[config.mk]
export PLATFORM = sky130hd
export DESIGN_NAME = slrc_top
export DESIGN_NICKNAME = d
export VERILOG_FILES = /design/src/hw/slrc_rst_seq.v /design/src/hw/slrc_top.v
export VERILOG_INCLUDE_DIRS = /design/src /design/src/hw
export SDC_FILE = /design/constraint.sdc
export NUM_CORES = 1
export LEC_CHECK = 0
export ABC_AREA = 1
export BUFFER_PORTS_ARGS = -buffer_cell sky130_fd_sc_hd__buf_2
export CORE_MARGIN = 2
export CORE_UTILIZATION = 35
export DETAILED_ROUTE_END_ITERATION = 6
export REMOVE_ABC_BUFFERS = 1
export SLEW_MARGIN = 10
export SYNTH_ARGS = -nofsm -noshare
export SYNTH_HDL_FRONTEND = slang
export SYNTH_SLANG_ARGS = --single-unit
[constraint.sdc]
create_clock -name aclk -period 3.1 [get_ports aclk]
set_input_delay 0.62 -clock aclk [delete_from_list [all_inputs] [get_ports aclk]]
set_output_delay 0.62 -clock aclk [all_outputs]
set_load 0.01 [all_outputs]
[src/hw/slrc_regs.vh]
`ifndef SLRC_REGS_VH
`define SLRC_REGS_VH

// Register byte offsets on the AXI4-Lite bus.
`define SLRC_OFS_CTRL        4'h0
`define SLRC_OFS_PMA_CFG     4'h4
`define SLRC_OFS_STATUS      4'h8

// Control register fields.
`define SLRC_CTRL_MODE_LSB   0
`define SLRC_CTRL_MODE_W     3
`define SLRC_CTRL_RESET      3'h0

// Analogue attachment configuration vector.
`define SLRC_PMA_CFG_W       16
`define SLRC_PMA_CFG_RESET   16'h0000

// Status register bit positions.
`define SLRC_ST_TX_READY     0
`define SLRC_ST_RX_READY     1
`define SLRC_ST_SLEEP        2
`define SLRC_ST_INHIBIT      3
`define SLRC_ST_PCS_RESET    4
`define SLRC_ST_MODE_LSB     8

// Loopback select codes.
`define SLRC_MODE_NORMAL     3'h0
`define SLRC_MODE_SER_PRE    3'h1
`define SLRC_MODE_SER_POST   3'h2
`define SLRC_MODE_PARALLEL   3'h3
`define SLRC_MODE_REPEAT     3'h4

// Clocks the coding sublayer needs to leave reset.
`define SLRC_PCS_RELEASE_CLKS 3'h5

// Path buffer pointer values after a re-centre.
`define SLRC_BUF_WR_CENTRE   2'h2
`define SLRC_BUF_RD_CENTRE   2'h0

// AXI responses.
`define SLRC_RESP_OKAY       2'h0
`define SLRC_RESP_SLVERR     2'h2

`endif

[src/hw/slrc_rst_seq.v]
`timescale 1ns/100ps
`include "slrc_regs.vh"

module slrc_rst_seq
(
	// Clock and bus reset
	input  wire aclk,
	input  wire aresetn,
	// Path reset from user logic, active high
	input  wire path_reset,
	// High while the path's coding sublayer is held in reset
	output wire in_reset
);

	reg [2:0] cnt_reg;
	reg [2:0] cnt_next;

	// The counter reloads while the reset is high and then runs down over the release clocks.
	always @*
	begin
		cnt_next = cnt_reg;
		if (path_reset)
			cnt_next = `SLRC_PCS_RELEASE_CLKS;
		else if (cnt_reg != 3'h0)
			cnt_next = cnt_reg - 3'h1;
	end

	always @(posedge aclk)
	begin
		if (!aresetn)
			cnt_reg <= `SLRC_PCS_RELEASE_CLKS;
		else
			cnt_reg <= cnt_next;
	end

	assign in_reset = (cnt_reg != 3'h0);

endmodule // slrc_rst_seq

[src/hw/slrc_top.v]
`timescale 1ns/100ps
`include "slrc_regs.vh"

module slrc_top
(
	// Clock and reset
	input  wire        aclk,
	input  wire        aresetn,
	// AXI4-Lite write address
	input  wire [3:0]  s_axi_awaddr,
	input  wire [2:0]  s_axi_awprot,
	input  wire        s_axi_awvalid,
	output wire        s_axi_awready,
	// AXI4-Lite write data
	input  wire [31:0] s_axi_wdata,
	input  wire [3:0]  s_axi_wstrb,
	input  wire        s_axi_wvalid,
	output wire        s_axi_wready,
	// AXI4-Lite write response
	output wire [1:0]  s_axi_bresp,
	output wire        s_axi_bvalid,
	input  wire        s_axi_bready,
	// AXI4-Lite read address
	input  wire [3:0]  s_axi_araddr,
	input  wire [2:0]  s_axi_arprot,
	input  wire        s_axi_arvalid,
	output wire        s_axi_arready,
	// AXI4-Lite read data
	output wire [31:0] s_axi_rdata,
	output wire [1:0]  s_axi_rresp,
	output wire        s_axi_rvalid,
	input  wire        s_axi_rready,
	// User logic controls, same clock
	input  wire        tx_path_reset,
	input  wire        rx_path_reset,
	input  wire        tx_line_inhibit,
	input  wire        xcvr_sleep,
	// User logic data, one bit per clock
	input  wire        tx_bit,
	output wire        rx_bit,
	output wire        rx_bit_valid,
	// Serial line
	input  wire        serial_in_pos,
	output wire        serial_out_pos,
	output wire        serial_out_neg,
	output wire        serial_out_oe,
	// Analogue attachment configuration
	output wire [15:0] pma_cfg
);

	// Loopback select decode, used by the receive path, the line drivers and the status readout.
	function [4:0] slrc_mode_onehot;
		input [2:0] mode;
		case (mode)
			`SLRC_MODE_SER_PRE:  slrc_mode_onehot = 5'h02;
			`SLRC_MODE_SER_POST: slrc_mode_onehot = 5'h04;
			`SLRC_MODE_PARALLEL: slrc_mode_onehot = 5'h08;
			`SLRC_MODE_REPEAT:   slrc_mode_onehot = 5'h10;
			default:             slrc_mode_onehot = 5'h01;
		endcase
	endfunction
	// Register file.
	reg  [2:0]  mode_reg;
	reg  [15:0] pma_cfg_reg;
	// AXI slave state.
	reg         aw_held_reg;
	reg  [3:0]  aw_addr_reg;
	reg         w_held_reg;
	reg  [31:0] w_data_reg;
	reg  [3:0]  w_strb_reg;
	reg         bvalid_reg;
	reg  [1:0]  bresp_reg;
	reg         rvalid_reg;
	reg  [31:0] rdata_reg;
	reg  [1:0]  rresp_reg;
	// Line input synchroniser and filtered level.
	reg         line_s1_reg;
	reg         line_s2_reg;
	reg         line_s3_reg;
	reg         line_level_reg;
	// Transmit path.
	reg  [3:0]  tx_buf_reg;
	reg  [1:0]  tx_wr_reg;
	reg  [1:0]  tx_rd_reg;
	reg         tx_buf_out_reg;
	reg         enc_reg;
	// Receive path.
	reg  [3:0]  rx_buf_reg;
	reg  [1:0]  rx_wr_reg;
	reg  [1:0]  rx_rd_reg;
	reg         dec_prev_reg;
	reg         rx_bit_reg;
	reg         rx_bit_valid_reg;
	// Analogue attachment pipeline and line drivers.
	reg         pma_stage_reg;
	reg         out_pos_reg;
	reg         out_neg_reg;
	reg         out_oe_reg;
	wire        tx_in_reset;
	wire        rx_in_reset;
	wire [4:0]  mode_sel;
	wire        lb_pre;
	wire        lb_post;
	wire        lb_par;
	wire        lb_rep;
	wire        tx_run;
	wire        rx_run;
	wire        rx_line_src;
	wire        rx_buf_in;
	wire        wr_fire;
	wire        ar_fire;
	wire        aw_ok;
	wire        ar_ok;
	reg  [31:0] rd_word;
	slrc_rst_seq u_tx_rst
	(
		.aclk       (aclk),
		.aresetn    (aresetn),
		.path_reset (tx_path_reset),
		.in_reset   (tx_in_reset)
	);
	slrc_rst_seq u_rx_rst
	(
		.aclk       (aclk),
		.aresetn    (aresetn),
		.path_reset (rx_path_reset),
		.in_reset   (rx_in_reset)
	);
	// Exactly one mode is active; unused codes fall back to normal operation.
	assign mode_sel = slrc_mode_onehot(mode_reg);
	assign lb_pre   = mode_sel[1];
	assign lb_post  = mode_sel[2];
	assign lb_par   = mode_sel[3];
	assign lb_rep   = mode_sel[4];

	// Besides the path resets, only the dedicated sleep input stops the paths; there is no other power control.
	assign tx_run = !tx_in_reset && !xcvr_sleep;
	assign rx_run = !rx_in_reset && !xcvr_sleep;

	assign s_axi_awready = !aw_held_reg;
	assign s_axi_wready  = !w_held_reg;
	assign s_axi_bvalid  = bvalid_reg;
	assign s_axi_bresp   = bresp_reg;
	assign s_axi_arready = !rvalid_reg;
	assign s_axi_rvalid  = rvalid_reg;
	assign s_axi_rdata   = rdata_reg;
	assign s_axi_rresp   = rresp_reg;
	assign wr_fire = aw_held_reg && w_held_reg && !bvalid_reg;
	assign ar_fire = s_axi_arvalid && !rvalid_reg;
	assign aw_ok   = (aw_addr_reg == `SLRC_OFS_CTRL) || (aw_addr_reg == `SLRC_OFS_PMA_CFG)
		|| (aw_addr_reg == `SLRC_OFS_STATUS);
	assign ar_ok   = (s_axi_araddr == `SLRC_OFS_CTRL) || (s_axi_araddr == `SLRC_OFS_PMA_CFG)
		|| (s_axi_araddr == `SLRC_OFS_STATUS);
	always @*
	begin
		rd_word = 32'h0000_0000;
		case (s_axi_araddr)
			`SLRC_OFS_CTRL:
				rd_word[`SLRC_CTRL_MODE_LSB +: `SLRC_CTRL_MODE_W] = mode_reg;
			`SLRC_OFS_PMA_CFG:
				rd_word[`SLRC_PMA_CFG_W-1:0] = pma_cfg_reg;
			`SLRC_OFS_STATUS:
			begin
				rd_word[`SLRC_ST_TX_READY]  = !tx_in_reset;
				rd_word[`SLRC_ST_RX_READY]  = !rx_in_reset;
				rd_word[`SLRC_ST_SLEEP]     = xcvr_sleep;
				rd_word[`SLRC_ST_INHIBIT]   = tx_line_inhibit;
				rd_word[`SLRC_ST_PCS_RESET] = tx_in_reset || rx_in_reset;
				rd_word[`SLRC_ST_MODE_LSB +: 5] = mode_sel;
			end
			default:
				rd_word = 32'h0000_0000;
		endcase
	end
	always @(posedge aclk)
	begin
		if (!aresetn)
		begin
			aw_held_reg <= 1'b0;
			aw_addr_reg <= 4'h0;
			w_held_reg  <= 1'b0;
			w_data_reg  <= 32'h0000_0000;
			w_strb_reg  <= 4'h0;
			bvalid_reg  <= 1'b0;
			bresp_reg   <= `SLRC_RESP_OKAY;
			rvalid_reg  <= 1'b0;
			rdata_reg   <= 32'h0000_0000;
			rresp_reg   <= `SLRC_RESP_OKAY;
		end
		else
		begin
			if (s_axi_awvalid && !aw_held_reg)
			begin
				aw_held_reg <= 1'b1;
				aw_addr_reg <= {s_axi_awaddr[3:2], 2'h0};
			end
			else if (wr_fire)
				aw_held_reg <= 1'b0;
			if (s_axi_wvalid && !w_held_reg)
			begin
				w_held_reg <= 1'b1;
				w_data_reg <= s_axi_wdata;
				w_strb_reg <= s_axi_wstrb;
			end
			else if (wr_fire)
				w_held_reg <= 1'b0;
			if (wr_fire)
			begin
				bvalid_reg <= 1'b1;
				bresp_reg  <= aw_ok ? `SLRC_RESP_OKAY : `SLRC_RESP_SLVERR;
			end
			else if (s_axi_bready)
				bvalid_reg <= 1'b0;
			if (ar_fire)
			begin
				rvalid_reg <= 1'b1;
				rdata_reg  <= rd_word;
				rresp_reg  <= ar_ok ? `SLRC_RESP_OKAY : `SLRC_RESP_SLVERR;
			end
			else if (s_axi_rready)
				rvalid_reg <= 1'b0;
		end
	end
	// Software registers are cleared by the bus reset only, never by a path reset.
	always @(posedge aclk)
	begin
		if (!aresetn)
		begin
			mode_reg    <= `SLRC_CTRL_RESET;
			pma_cfg_reg <= `SLRC_PMA_CFG_RESET;
		end
		else if (wr_fire)
		begin
			if (aw_addr_reg == `SLRC_OFS_CTRL && w_strb_reg[0])
				mode_reg <= w_data_reg[`SLRC_CTRL_MODE_LSB +: `SLRC_CTRL_MODE_W];
			if (aw_addr_reg == `SLRC_OFS_PMA_CFG)
			begin
				if (w_strb_reg[0])
					pma_cfg_reg[7:0] <= w_data_reg[7:0];
				if (w_strb_reg[1])
					pma_cfg_reg[15:8] <= w_data_reg[15:8];
			end
		end
	end
	assign pma_cfg = pma_cfg_reg;

	// The line input passes three flops, and a new level counts once the last two agree.
	always @(posedge aclk)
	begin
		if (!aresetn)
		begin
			line_s1_reg    <= 1'b0;
			line_s2_reg    <= 1'b0;
			line_s3_reg    <= 1'b0;
			line_level_reg <= 1'b0;
		end
		else
		begin
			line_s1_reg <= serial_in_pos;
			line_s2_reg <= line_s1_reg;
			line_s3_reg <= line_s2_reg;
			if (line_s2_reg == line_s3_reg)
				line_level_reg <= line_s3_reg;
		end
	end

	// The transmit path is a small buffer that feeds a transition encoder.
	always @(posedge aclk)
	begin
		if (!aresetn || tx_in_reset)
		begin
			tx_buf_reg     <= 4'h0;
			tx_wr_reg      <= `SLRC_BUF_WR_CENTRE;
			tx_rd_reg      <= `SLRC_BUF_RD_CENTRE;
			tx_buf_out_reg <= 1'b0;
			enc_reg        <= 1'b0;
		end
		else if (tx_run)
		begin
			tx_buf_reg[tx_wr_reg] <= tx_bit;
			tx_wr_reg             <= tx_wr_reg + 2'h1;
			tx_rd_reg             <= tx_rd_reg + 2'h1;
			tx_buf_out_reg        <= tx_buf_reg[tx_rd_reg];
			enc_reg               <= enc_reg ^ tx_buf_out_reg;
		end
	end

	// Pre-driver loop takes the encoder ahead of the driver stage, post-driver
	// takes the driven stage; parallel loop bypasses the serial side entirely.
	assign rx_line_src = lb_pre  ? enc_reg :
		lb_post ? pma_stage_reg :
		line_level_reg;
	assign rx_buf_in   = lb_par ? tx_buf_out_reg : (rx_line_src ^ dec_prev_reg);

	// The receive path is a transition decoder that feeds an elastic buffer.
	always @(posedge aclk)
	begin
		if (!aresetn || rx_in_reset)
		begin
			rx_buf_reg       <= 4'h0;
			rx_wr_reg        <= `SLRC_BUF_WR_CENTRE;
			rx_rd_reg        <= `SLRC_BUF_RD_CENTRE;
			dec_prev_reg     <= 1'b0;
			rx_bit_reg       <= 1'b0;
			rx_bit_valid_reg <= 1'b0;
		end
		else
		begin
			rx_bit_valid_reg <= rx_run;
			if (rx_run)
			begin
				rx_buf_reg[rx_wr_reg] <= rx_buf_in;
				rx_wr_reg             <= rx_wr_reg + 2'h1;
				rx_rd_reg             <= rx_rd_reg + 2'h1;
				dec_prev_reg          <= rx_line_src;
				rx_bit_reg            <= rx_buf_reg[rx_rd_reg];
			end
		end
	end
	assign rx_bit       = rx_bit_reg;
	assign rx_bit_valid = rx_bit_valid_reg;

	// This stage is cleared by the bus reset only, so it keeps moving through path resets.
	always @(posedge aclk)
	begin
		if (!aresetn)
		begin
			pma_stage_reg <= 1'b0;
			out_pos_reg   <= 1'b0;
			out_neg_reg   <= 1'b0;
			out_oe_reg    <= 1'b0;
		end
		else
		begin
			pma_stage_reg <= lb_rep ? line_level_reg : enc_reg;
			out_oe_reg    <= !xcvr_sleep && !lb_pre;
			if (tx_line_inhibit || xcvr_sleep || lb_pre)
			begin
				out_pos_reg <= 1'b0;
				out_neg_reg <= 1'b0;
			end
			else
			begin
				out_pos_reg <= pma_stage_reg;
				out_neg_reg <= !pma_stage_reg;
			end
		end
	end
	assign serial_out_pos = out_pos_reg;
	assign serial_out_neg = out_neg_reg;
	assign serial_out_oe  = out_oe_reg;
endmodule // slrc_top

==> impl_metrics.csv, run 1 <==
group,metric,value,unit
drt,via_count,3423,
drt,vias_per_cell,4.59,
clocking,cts_buffer_depth,2,
placed_design,hpwl,6700,µm
sta,hold_viol_final,0,
grt,overflow,0,
floorplan,io-pin-count,125,
drt,drt_iter0_drc,151,
synthesis,synth_area_leaders,"dfxtp_1 (47%), nor2_1 (7.8%), o21ai_0 (7.1%), a21oi_1 (5.5%), inv_1 (5.5%)",
placed_design,place_congestion,0.749,
sta,slew_headroom,0.571,
floorplan,die_w,112,µm
clocking,h-tree-depth,3,
critical_path,cp_data_arrival_time,2.03,ns
power_and_ir_drop,p_int,2.03,mW
synthesis,post-synth-top-count-cell,"dfxtp_1",
synthesis,synth_edf_count,0,
drt,wl,9220,µm
clocking,cts-buffers-inserted,9,
critical_path,path_class,"reg -> reg",
critical_path,start_kind,"flop",
sta,min_period_over_period,0.580,
drt,drt_first_pass_iters,4,
min_path,hp-class,"reg -> reg",
final_layout,drive_above_1_share,0.212,
synthesis,async_flop_share,0,
critical_path,slowest_stage,"nor2_2",
critical_path,r2r_slack,1.30,ns
grt,antenna_found_initial,0,
clocking,clock-sinks,96,
synthesis,synth_top_area_share,0.471,
critical_path,worst_ep_required_time,3.33,ns
critical_path,reg2reg_from,"u_tx_rst.cnt_reg[0]",
clocking,clkLatencyLatePin,0.34,ns
floorplan,start_util,0.359,
power_and_ir_drop,powerDensity,551,nW/µm²
floorplan,die_h,112,µm
sta,drv_slew,0,
synthesis,synthCells,521,
critical_path,startpoint,"u_tx_rst.cnt_reg[0]",
drt,drc,0,
synthesis,synth_area_per_cell,7.83,µm²
critical_path,critPathCapture,"tx_buf_out_reg",
power_and_ir_drop,leakagePower,2.21,nW
critical_path,path_cells,"inv_1 > ha_1 > inv_1 > nor2_2 > inv_2 > nor2_2 > o21ai_0 > o221ai_1 > inv_1",
sta,fin_crit,1.80,ns
clocking,ctsResizeCount,0,
floorplan,core,11400,µm²
synthesis,synth_cell_types,35,
synthesis,yosysWarningCount,0,
sta,rsz0062_at_grt,"false",
status,outcome,"complete, no violations",
drt,wl_per_cell,12.4,µm
final_layout,num_antenna_cells,0,
sta,fin_worst_skew,0.00844,ns
power_and_ir_drop,switching_share,0.240,
power_and_ir_drop,p_sw,0.639,mW
final_layout,nets,673,
final_layout,area_delta_synth_final,18.6,%
grt,track_usage,0.152,
clocking,cts_tree,"done",
sta,setup_violations,0,
synthesis,yosys.area.top_type,"dfxtp_1",
power_and_ir_drop,ir_drop,0.302,mV
clocking,cts_setup_buffers,0,
floorplan,die_area,12500,µm²
critical_path,end_kind,"flop",
synthesis,syn_area,4080,µm²
clocking,cts.clk_slew.worst_paths,0.07,ns
synthesis,synth-seq-cells,96,
grt,grt_pass1_wl,15600,µm
power_and_ir_drop,power.clock.fraction,0.435,
synthesis,ys_seq_area_frac,0.471,
grt,grt_start_max_net_pins,39,
sta,worst_pin_slew,0.643,ns
critical_path,cpMostUsedCell,"inv_1",
synthesis,synthFlopType,"dfxtp_1",
power_and_ir_drop,p_seq_frac,0.489,
floorplan,placementRows,39,
synthesis,yosys-top-cells-count,"dfxtp_1 (96), nor2_1 (85), inv_1 (60), o21ai_0 (58), nand2_1 (49)",
clocking,cts-root-buf,"clkbuf_16",
power_and_ir_drop,finalPower,2.67,mW
sta,holdWs,0.422,ns
critical_path,critPathMaxFanout,13,
drt,antenna_left,0,
critical_path,r2r-end,"tx_buf_out_reg",
sta,fmax,557,MHz
grt,grt_pass1_vias,3292,
placed_design,port-buffer-count,80,
critical_path,reg2reg_depth,9,
power_and_ir_drop,power_frac_comb,0.075,
flow_run,drv_cap,0,
clocking,cts.hold.buffers_added,0,
critical_path,critical-path-max-stage-delay,0.39,ns
sta,fin_tns_setup,0,ns
==> worst min path at each step <==
stage / from / endpoint / slack, ns / cells past startpoint
final: line_s1_reg / line_s2_reg / 0.42 / 2
after global routing: line_s1_reg / line_s2_reg / 0.44 / 2
after CTS: line_s1_reg / line_s2_reg / 0.42 / 2
after detailed placement: line_s1_reg / line_s2_reg / 0.41 / 2
after global placement: line_s1_reg / line_s2_reg / 0.40 / 2
after floorplan: line_s1_reg / line_s2_reg / 0.39 / 2
==> critical path, delay by kind of cell (launching register included) <==
kind,cells,cell delay (ns)
buffers and inverters,4,0.30
AOI/OAI and AO/OA,2,0.42
adders and majority gates,1,0.15
DFF,1,0.31
and+or+nand+nor,2,0.52
==> logic make-up after synthesis <==
logic type	count (synthesis)	share of synthesized area
compound gates	130	0.170
xor+xnor	2	0.00430
fa+ha+maj	12	0.0368
buf+inv	104	0.119
flops	96	0.471
mux	2	0.00491
other cells	1	0.000920
simple gates	174	0.192
==> through the flow <==
step	instances	worst slack, ns	utilization	instance area, µm²
CTS	746	1.29	0.425	4830
global route	746	1.05	0.425	4830
floorplan	504	1.48	-	3920
global placement	730	1.20	0.398	4520
detailed placement	730	1.15	0.398	4520
finish	746	1.30	0.425	4830
==> power groups by stage <==
stage	logic, mW	clock network, mW	registers [mW]
floorplan	0.108	0	1.34
global placement	0.198	0	1.33
detailed placement	0.202	0	1.33
CTS	0.204	1.18	1.30
global route	0.231	1.23	1.31
finish	0.200	1.16	1.30
==> area by class of cell <==
| type | count | area (µm²) |
|---|---|---|
| clock buffer | 11 | 253 |
| clock inverter | 5 | 61.3 |
| fill | 1165 | 6540 |
| inverter | 70 | 264 |
| multi-input combinational | 338 | 1730 |
| sequential | 96 | 1920 |
| tap | 143 | 179 |
| timing repair buffer | 83 | 423 |
==> cell usage in the layout, fill, tap and decap left out, types with 3 or more instances in the layout <==
master / instances
nand3_2: 7
clkbuf_16: 9
o21ai_0: 58
o221ai_1: 9
o21ai_1: 14
inv_2: 8
inv_1: 60
ha_1: 12
nand2_2: 3
a21oi_1: 45
nor2_2: 6
buf_4: 3
nand3_1: 12
nor2_1: 85
dfxtp_1: 96
nand2_1: 49
conb_1: 18
buf_2: 80
==> per-layer routing <==
metal | part of all wire | vias up | track usage
met4 | 0.014 | 0 | 0.0569
met3 | 0.063 | 14 | 0.0419
li1 | - | 1798 | -
met2 | 0.45 | 79 | 0.245
met1 | 0.47 | 1532 | 0.195
met5 | 0 | - | 0
No activity file was read; power rests on OpenSTA's default activity.
==> inputs of run 2 (changes only) <==
==> constraint.sdc (replaced) <==
create_clock -name aclk -period 1.6 [get_ports aclk]
set_input_delay 0.32 -clock aclk [delete_from_list [all_inputs] [get_ports aclk]]
set_output_delay 0.32 -clock aclk [all_outputs]
set_load 0.01 [all_outputs]
==> impl_metrics.csv, run 2 (same netlist as run 1, synthesis figures left out) <==
group,metric,value,unit
clocking,clock-sinks,96,
min_path,hp-class,"in -> reg",
power_and_ir_drop,powerDensity,1060,nW/µm²
power_and_ir_drop,leakagePower,2.27,nW
clocking,cts_setup_buffers,0,
drt,drc,0,
clocking,h-tree-depth,3,
critical_path,start_kind,"flop",
sta,setup_violations,0,
clocking,cts.clk_slew.worst_paths,0.07,ns
min_path,hold_end,"line_s1_reg",
placed_design,hpwl,6830,µm
critical_path,path_class,"reg -> reg",
sta,fin_tns_setup,0,ns
floorplan,start_util,0.359,
clocking,clkLatencyLatePin,0.34,ns
drt,drt_iter0_drc,97,
flow_run,drv_cap,0,
grt,track_usage,0.150,
final_layout,seqCellArea,1920,µm²
grt,grt_pass1_wl,15300,µm
final_layout,most-common-layout-cells,"dfxtp_1 (96), nor2_1 (85), buf_2 (80)",
sta,hold_viol_final,0,
grt,overflow,0,
min_path,worstHoldStart,"serial_in_pos",
floorplan,die_w,112,µm
clocking,ctsResizeCount,0,
sta,min_period_over_period,0.920,
final_layout,fin_cells,754,
sta,fmax,679,MHz
placed_design,placed_cells_incl_taps,738,
drt,vias_per_cell,4.57,
drt,via_count,3449,
critical_path,cp_data_arrival_time,1.71,ns
grt,grt_start_max_net_pins,51,
sta,holdWs,0.157,ns
power_and_ir_drop,finalPower,5.22,mW
sta,fin_worst_skew,0.00837,ns
floorplan,core,11400,µm²
critical_path,reg2reg_depth,9,
sta,drv_slew,0,
floorplan,io-pin-count,125,
critical_path,end_kind,"flop",
drt,wl_per_cell,12.3,µm
placed_design,place_congestion,0.779,
final_layout,final_util,0.434,
clocking,cts-buffers-inserted,9,
final_layout,multi_input_area,1740,µm²
floorplan,die_area,12500,µm²
drt,antenna_left,0,
status,outcome,"complete, no violations",
critical_path,r2r_slack,0.13,ns
final_layout,drive_above_1_share,0.223,
clocking,cts.hold.buffers_added,0,
clocking,cts_tree,"done",
min_path,whs_path_depth,3,
placed_design,port-buffer-count,80,
grt,antenna_found_initial,0,
final_layout,nets,681,
grt,grt_pass1_vias,3300,
sta,fin_crit,1.47,ns
critical_path,worst_ep_required_time,1.84,ns
clocking,cts_buffer_depth,2,
floorplan,placementRows,39,
drt,wl,9300,µm
critical_path,critPathMaxFanout,7,
floorplan,die_h,112,µm
final_layout,num_antenna_cells,0,
clocking,cts-root-buf,"clkbuf_16",
critical_path,r2r-end,"tx_buf_out_reg",
final_layout,fill_cells,1164,
final_layout,area_delta_synth_final,21.0,%
final_layout,final_common_cell,"dfxtp_1",
critical_path,reg2reg_from,"u_tx_rst.cnt_reg[0]",
power_and_ir_drop,ir_drop,0.595,mV
drt,drt_first_pass_iters,4,
==> run 2: changes by cell type in the layout (fill, tap and decap cells not counted), sizes merged <==
cell,previous run,this run
buf,83,91
clkbuf,11,9
clkinv,4,5
inv,70,71
==> run 2: cell type report <==
cell class / instances / share of cell area
inverter: 70 / 0.0535
tap: 143 / 0.0363
timing repair buffer: 91 / 0.101
clock buffer: 9 / 0.0457
multi-input combinational: 338 / 0.353
sequential: 96 / 0.390
clock inverter: 7 / 0.0203
==> run 2: through the flow <==
| step | setup WS (ns) | cell area [µm²] |
|---|---|---|
| final | 0.128 | 4930 |
| after global routing | -0.0118 | 4930 |
| after CTS | 0.133 | 4920 |
| after detailed placement | 0.155 | 4590 |
| after global placement | 0.185 | 4590 |
| after floorplan | 0.123 | 3920 |
==> run 2: worst max-delay path, stage by stage, from the launching register on <==
cell	delay, ns
dfxtp_1	0.31
inv_1	0.10
ha_1	0.15
inv_1	0.04
nor2_2	0.12
inv_2	0.10
nor2_2	0.16
o21ai_0	0.13
o221ai_1	0.20
inv_1	0.06
==> run 2: where the power goes <==
group          internal [mW]  total, mW  leakage (nW)  switching, mW
Clock                   1.26       2.28         0.158           1.02
Combinational          0.153      0.406          1.33          0.252
Sequential              2.48       2.53         0.784         0.0495
Total                   3.90       5.22          2.27           1.32
==> run 2: per-layer routing <==
layer,share of wire,track usage,wire [µm],vias up
li1,-,-,-,1817
met1,0.48,0.192,4420,1542
met2,0.46,0.240,4270,82
met3,0.057,0.0484,528,8
met4,0.0087,0.0504,81,0
met5,0,0,0,-
==> run 2: worst max-delay path by stage <==
stage	endpoint	start	slack, ns	depth (start not counted)
6_report	tx_buf_out_reg	u_tx_rst.cnt_reg[0]	0.13	9
5_1_grt	rx_buf_reg[3]	u_rx_rst.cnt_reg[0]	-0.01	8
4_1_cts	rx_buf_reg[2]	u_rx_rst.cnt_reg[0]	0.13	8
3_5_place_dp	rx_buf_reg[2]	u_rx_rst.cnt_reg[0]	0.16	8
3_3_place_gp	s_axi_rdata[0]	s_axi_araddr[1]	0.19	6
2_1_floorplan	tx_buf_out_reg	u_tx_rst.cnt_reg[0]	0.12	9
==> inputs of run 3 (changes only) <==
--- a/config.mk
+++ b/config.mk
@@ -11,6 +11,8 @@
 export CORE_MARGIN = 2
 export CORE_UTILIZATION = 35
 export DETAILED_ROUTE_END_ITERATION = 6
+export GPL_ROUTABILITY_DRIVEN = 0
+export PLACE_DENSITY = 0.68
 export REMOVE_ABC_BUFFERS = 1
 export SLEW_MARGIN = 10
 export SYNTH_ARGS = -nofsm -noshare
==> constraint.sdc (replaced) <==
create_clock -name aclk -period 1.2 [get_ports aclk]
set_input_delay 0.24 -clock aclk [delete_from_list [all_inputs] [get_ports aclk]]
set_output_delay 0.24 -clock aclk [all_outputs]
set_load 0.01 [all_outputs]
==> impl_metrics.csv, run 3 (same netlist as run 1, synthesis figures left out) <==
group,metric,value,unit
drt,wl_met1,4540,µm
drt,drc,0,
floorplan,die_area,12500,µm²
power_and_ir_drop,power_frac_comb,0.099,
critical_path,path_class,"reg -> reg",
final_layout,final_util,0.489,
final_layout,nets,729,
grt,grt_start_max_net_pins,33,
floorplan,die_h,112,µm
grt,track_usage,0.153,
final_layout,num_antenna_cells,0,
final_layout,most-common-layout-cells,"dfxtp_1 (84), nor2_1 (79), buf_2 (79)",
final_layout,final_common_cell,"dfxtp_1",
sta,drv_slew,0,
floorplan,start_util,0.359,
floorplan,die_w,112,µm
drt,antenna_left,0,
placed_design,hpwl,7310,µm
final_layout,area_delta_synth_final,36.3,%
critical_path,start_kind,"flop",
sta,min_period_over_period,1.09,
sta,fmax,765,MHz
flow_run,drv_cap,0,
final_layout,drive_above_1_share,0.354,
clocking,h-tree-depth,3,
clocking,cts-root-buf,"clkbuf_16",
clocking,clkLatencyLatePin,0.34,ns
drt,route.met2.wl,5040,µm
min_path,hp-class,"in -> reg",
sta,fin_tns_setup,-0.640,ns
placed_design,port-buffer-count,80,
clocking,cts_tree,"done",
power_and_ir_drop,ir_drop,0.555,mV
floorplan,placementRows,39,
critical_path,path_cells,"inv_2 > ha_4 > inv_2 > nor2_4 > inv_4 > nor2_4 > buf_2 > nand3_1 > a21oi_1",
floorplan,core,11400,µm²
clocking,cts.hold.buffers_added,0,
status,outcome,"complete, but fails checks",
sta,setup_violations,15,
drt,drt_iter0_drc,174,
drt,wl,10100,µm
placed_design,place_area,4900,µm²
drt,wl_per_cell,12.6,µm
grt,grt_pass1_vias,3493,
floorplan,io-pin-count,125,
clocking,clock-sinks,96,
sta,fin_worst_skew,0.00988,ns
clocking,cts_buffer_depth,2,
power_and_ir_drop,p_seq_frac,0.484,
sta,hold_viol_final,0,
power_and_ir_drop,powerDensity,1260,nW/µm²
final_layout,postLayoutCellArea,5560,µm²
sta,setup_slack,-0.107,ns
clocking,cts.clk_slew.worst_paths,0.06,ns
sta,rsz0062_at_grt,"true",
critical_path,critPathMaxFanout,5,
power_and_ir_drop,p_int,5.35,mW
clocking,cts-buffers-inserted,9,
power_and_ir_drop,power.clock.fraction,0.417,
grt,overflow,0,
critical_path,end_kind,"flop",
power_and_ir_drop,p_sw,1.65,mW
drt,routed.top_layer,"met4",
sta,fin_crit,1.31,ns
grt,grt_pass1_wl,15600,µm
grt,antenna_found_initial,0,
placed_design,preCtsSetupSlack,-0.186,ns
drt,vias_per_cell,4.54,
drt,drt_first_pass_iters,6,
drt,dr_wl_met3,395,µm
critical_path,cp_data_arrival_time,1.59,ns
power_and_ir_drop,leakagePower,2.51,nW
drt,via_count,3640,
status,violations,"negative setup slack",
critical_path,critical-path-max-stage-delay,0.32,ns
power_and_ir_drop,switching_share,0.236,
critical_path,worst_ep_required_time,1.48,ns
critical_path,slowest_stage,"dfxtp_2",
[run 3: metal layers]
layer,GRT usage,up-vias
li1,-,1927
met1,0.180,1641
met2,0.269,62
met3,0.0463,10
met4,0.0447,0
met5,0,-
[run 3: metrics by stage]
step           std cells  total power [mW]  hold slack (ns)
6_report             802              7.00           0.0850
5_1_grt              802              7.24           0.0994
4_1_cts              794              7.01           0.0774
3_5_place_dp         775              4.06            0.411
3_3_place_gp         775              4.04            0.402
2_1_floorplan        504              3.73            0.333
[run 3: timing repair]
item                       CTS  global route
pin swaps                   11            13
cloned                       0             3
setup endpoints to repair   43            53
gates resized for setup     41            56
setup buffers                3             7
[run 3: final timing paths]
check	start	endpoint	slack [ns]	cells after the start
worst min-delay path	serial_in_pos	line_s1_reg	0.08	3
worst min register to register	line_s1_reg	line_s2_reg	0.43	2
worst max register to register	u_tx_rst.cnt_reg[1]	tx_buf_reg[2]	-0.11	9
worst max-delay path	u_tx_rst.cnt_reg[1]	tx_buf_reg[2]	-0.11	9
[run 3: power by group through the flow]
| stage | combinational [mW] | sequential, mW | clock (mW) |
|---|---|---|---|
| after floorplan | 0.278 | 3.45 | 0 |
| after global placement | 0.604 | 3.44 | 0 |
| after detailed placement | 0.619 | 3.44 | 0 |
| after CTS | 0.653 | 3.37 | 2.98 |
| after global routing | 0.769 | 3.40 | 3.07 |
| final | 0.694 | 3.39 | 2.92 |
[run 3: cell type report]
cell class	count	area, µm²
Inverter	70	280
Clock buffer	12	256
Tap cell	143	179
Timing Repair Buffer	137	898
Fill cell	1100	5810
Sequential cell	96	1940
Multi-Input combinational cell	340	1950
Clock inverter	4	51.3
[run 3: worst max-delay path, delay by kind of cell, from the launching register on]
family | cells | cell delay (ns)
buffers and inverters | 4 | 0.34
AO/OA/AOI/OAI | 1 | 0.14
AND/OR/NAND/NOR | 3 | 0.31
flip-flops | 1 | 0.32
adder cells (fa/ha/maj) | 1 | 0.13
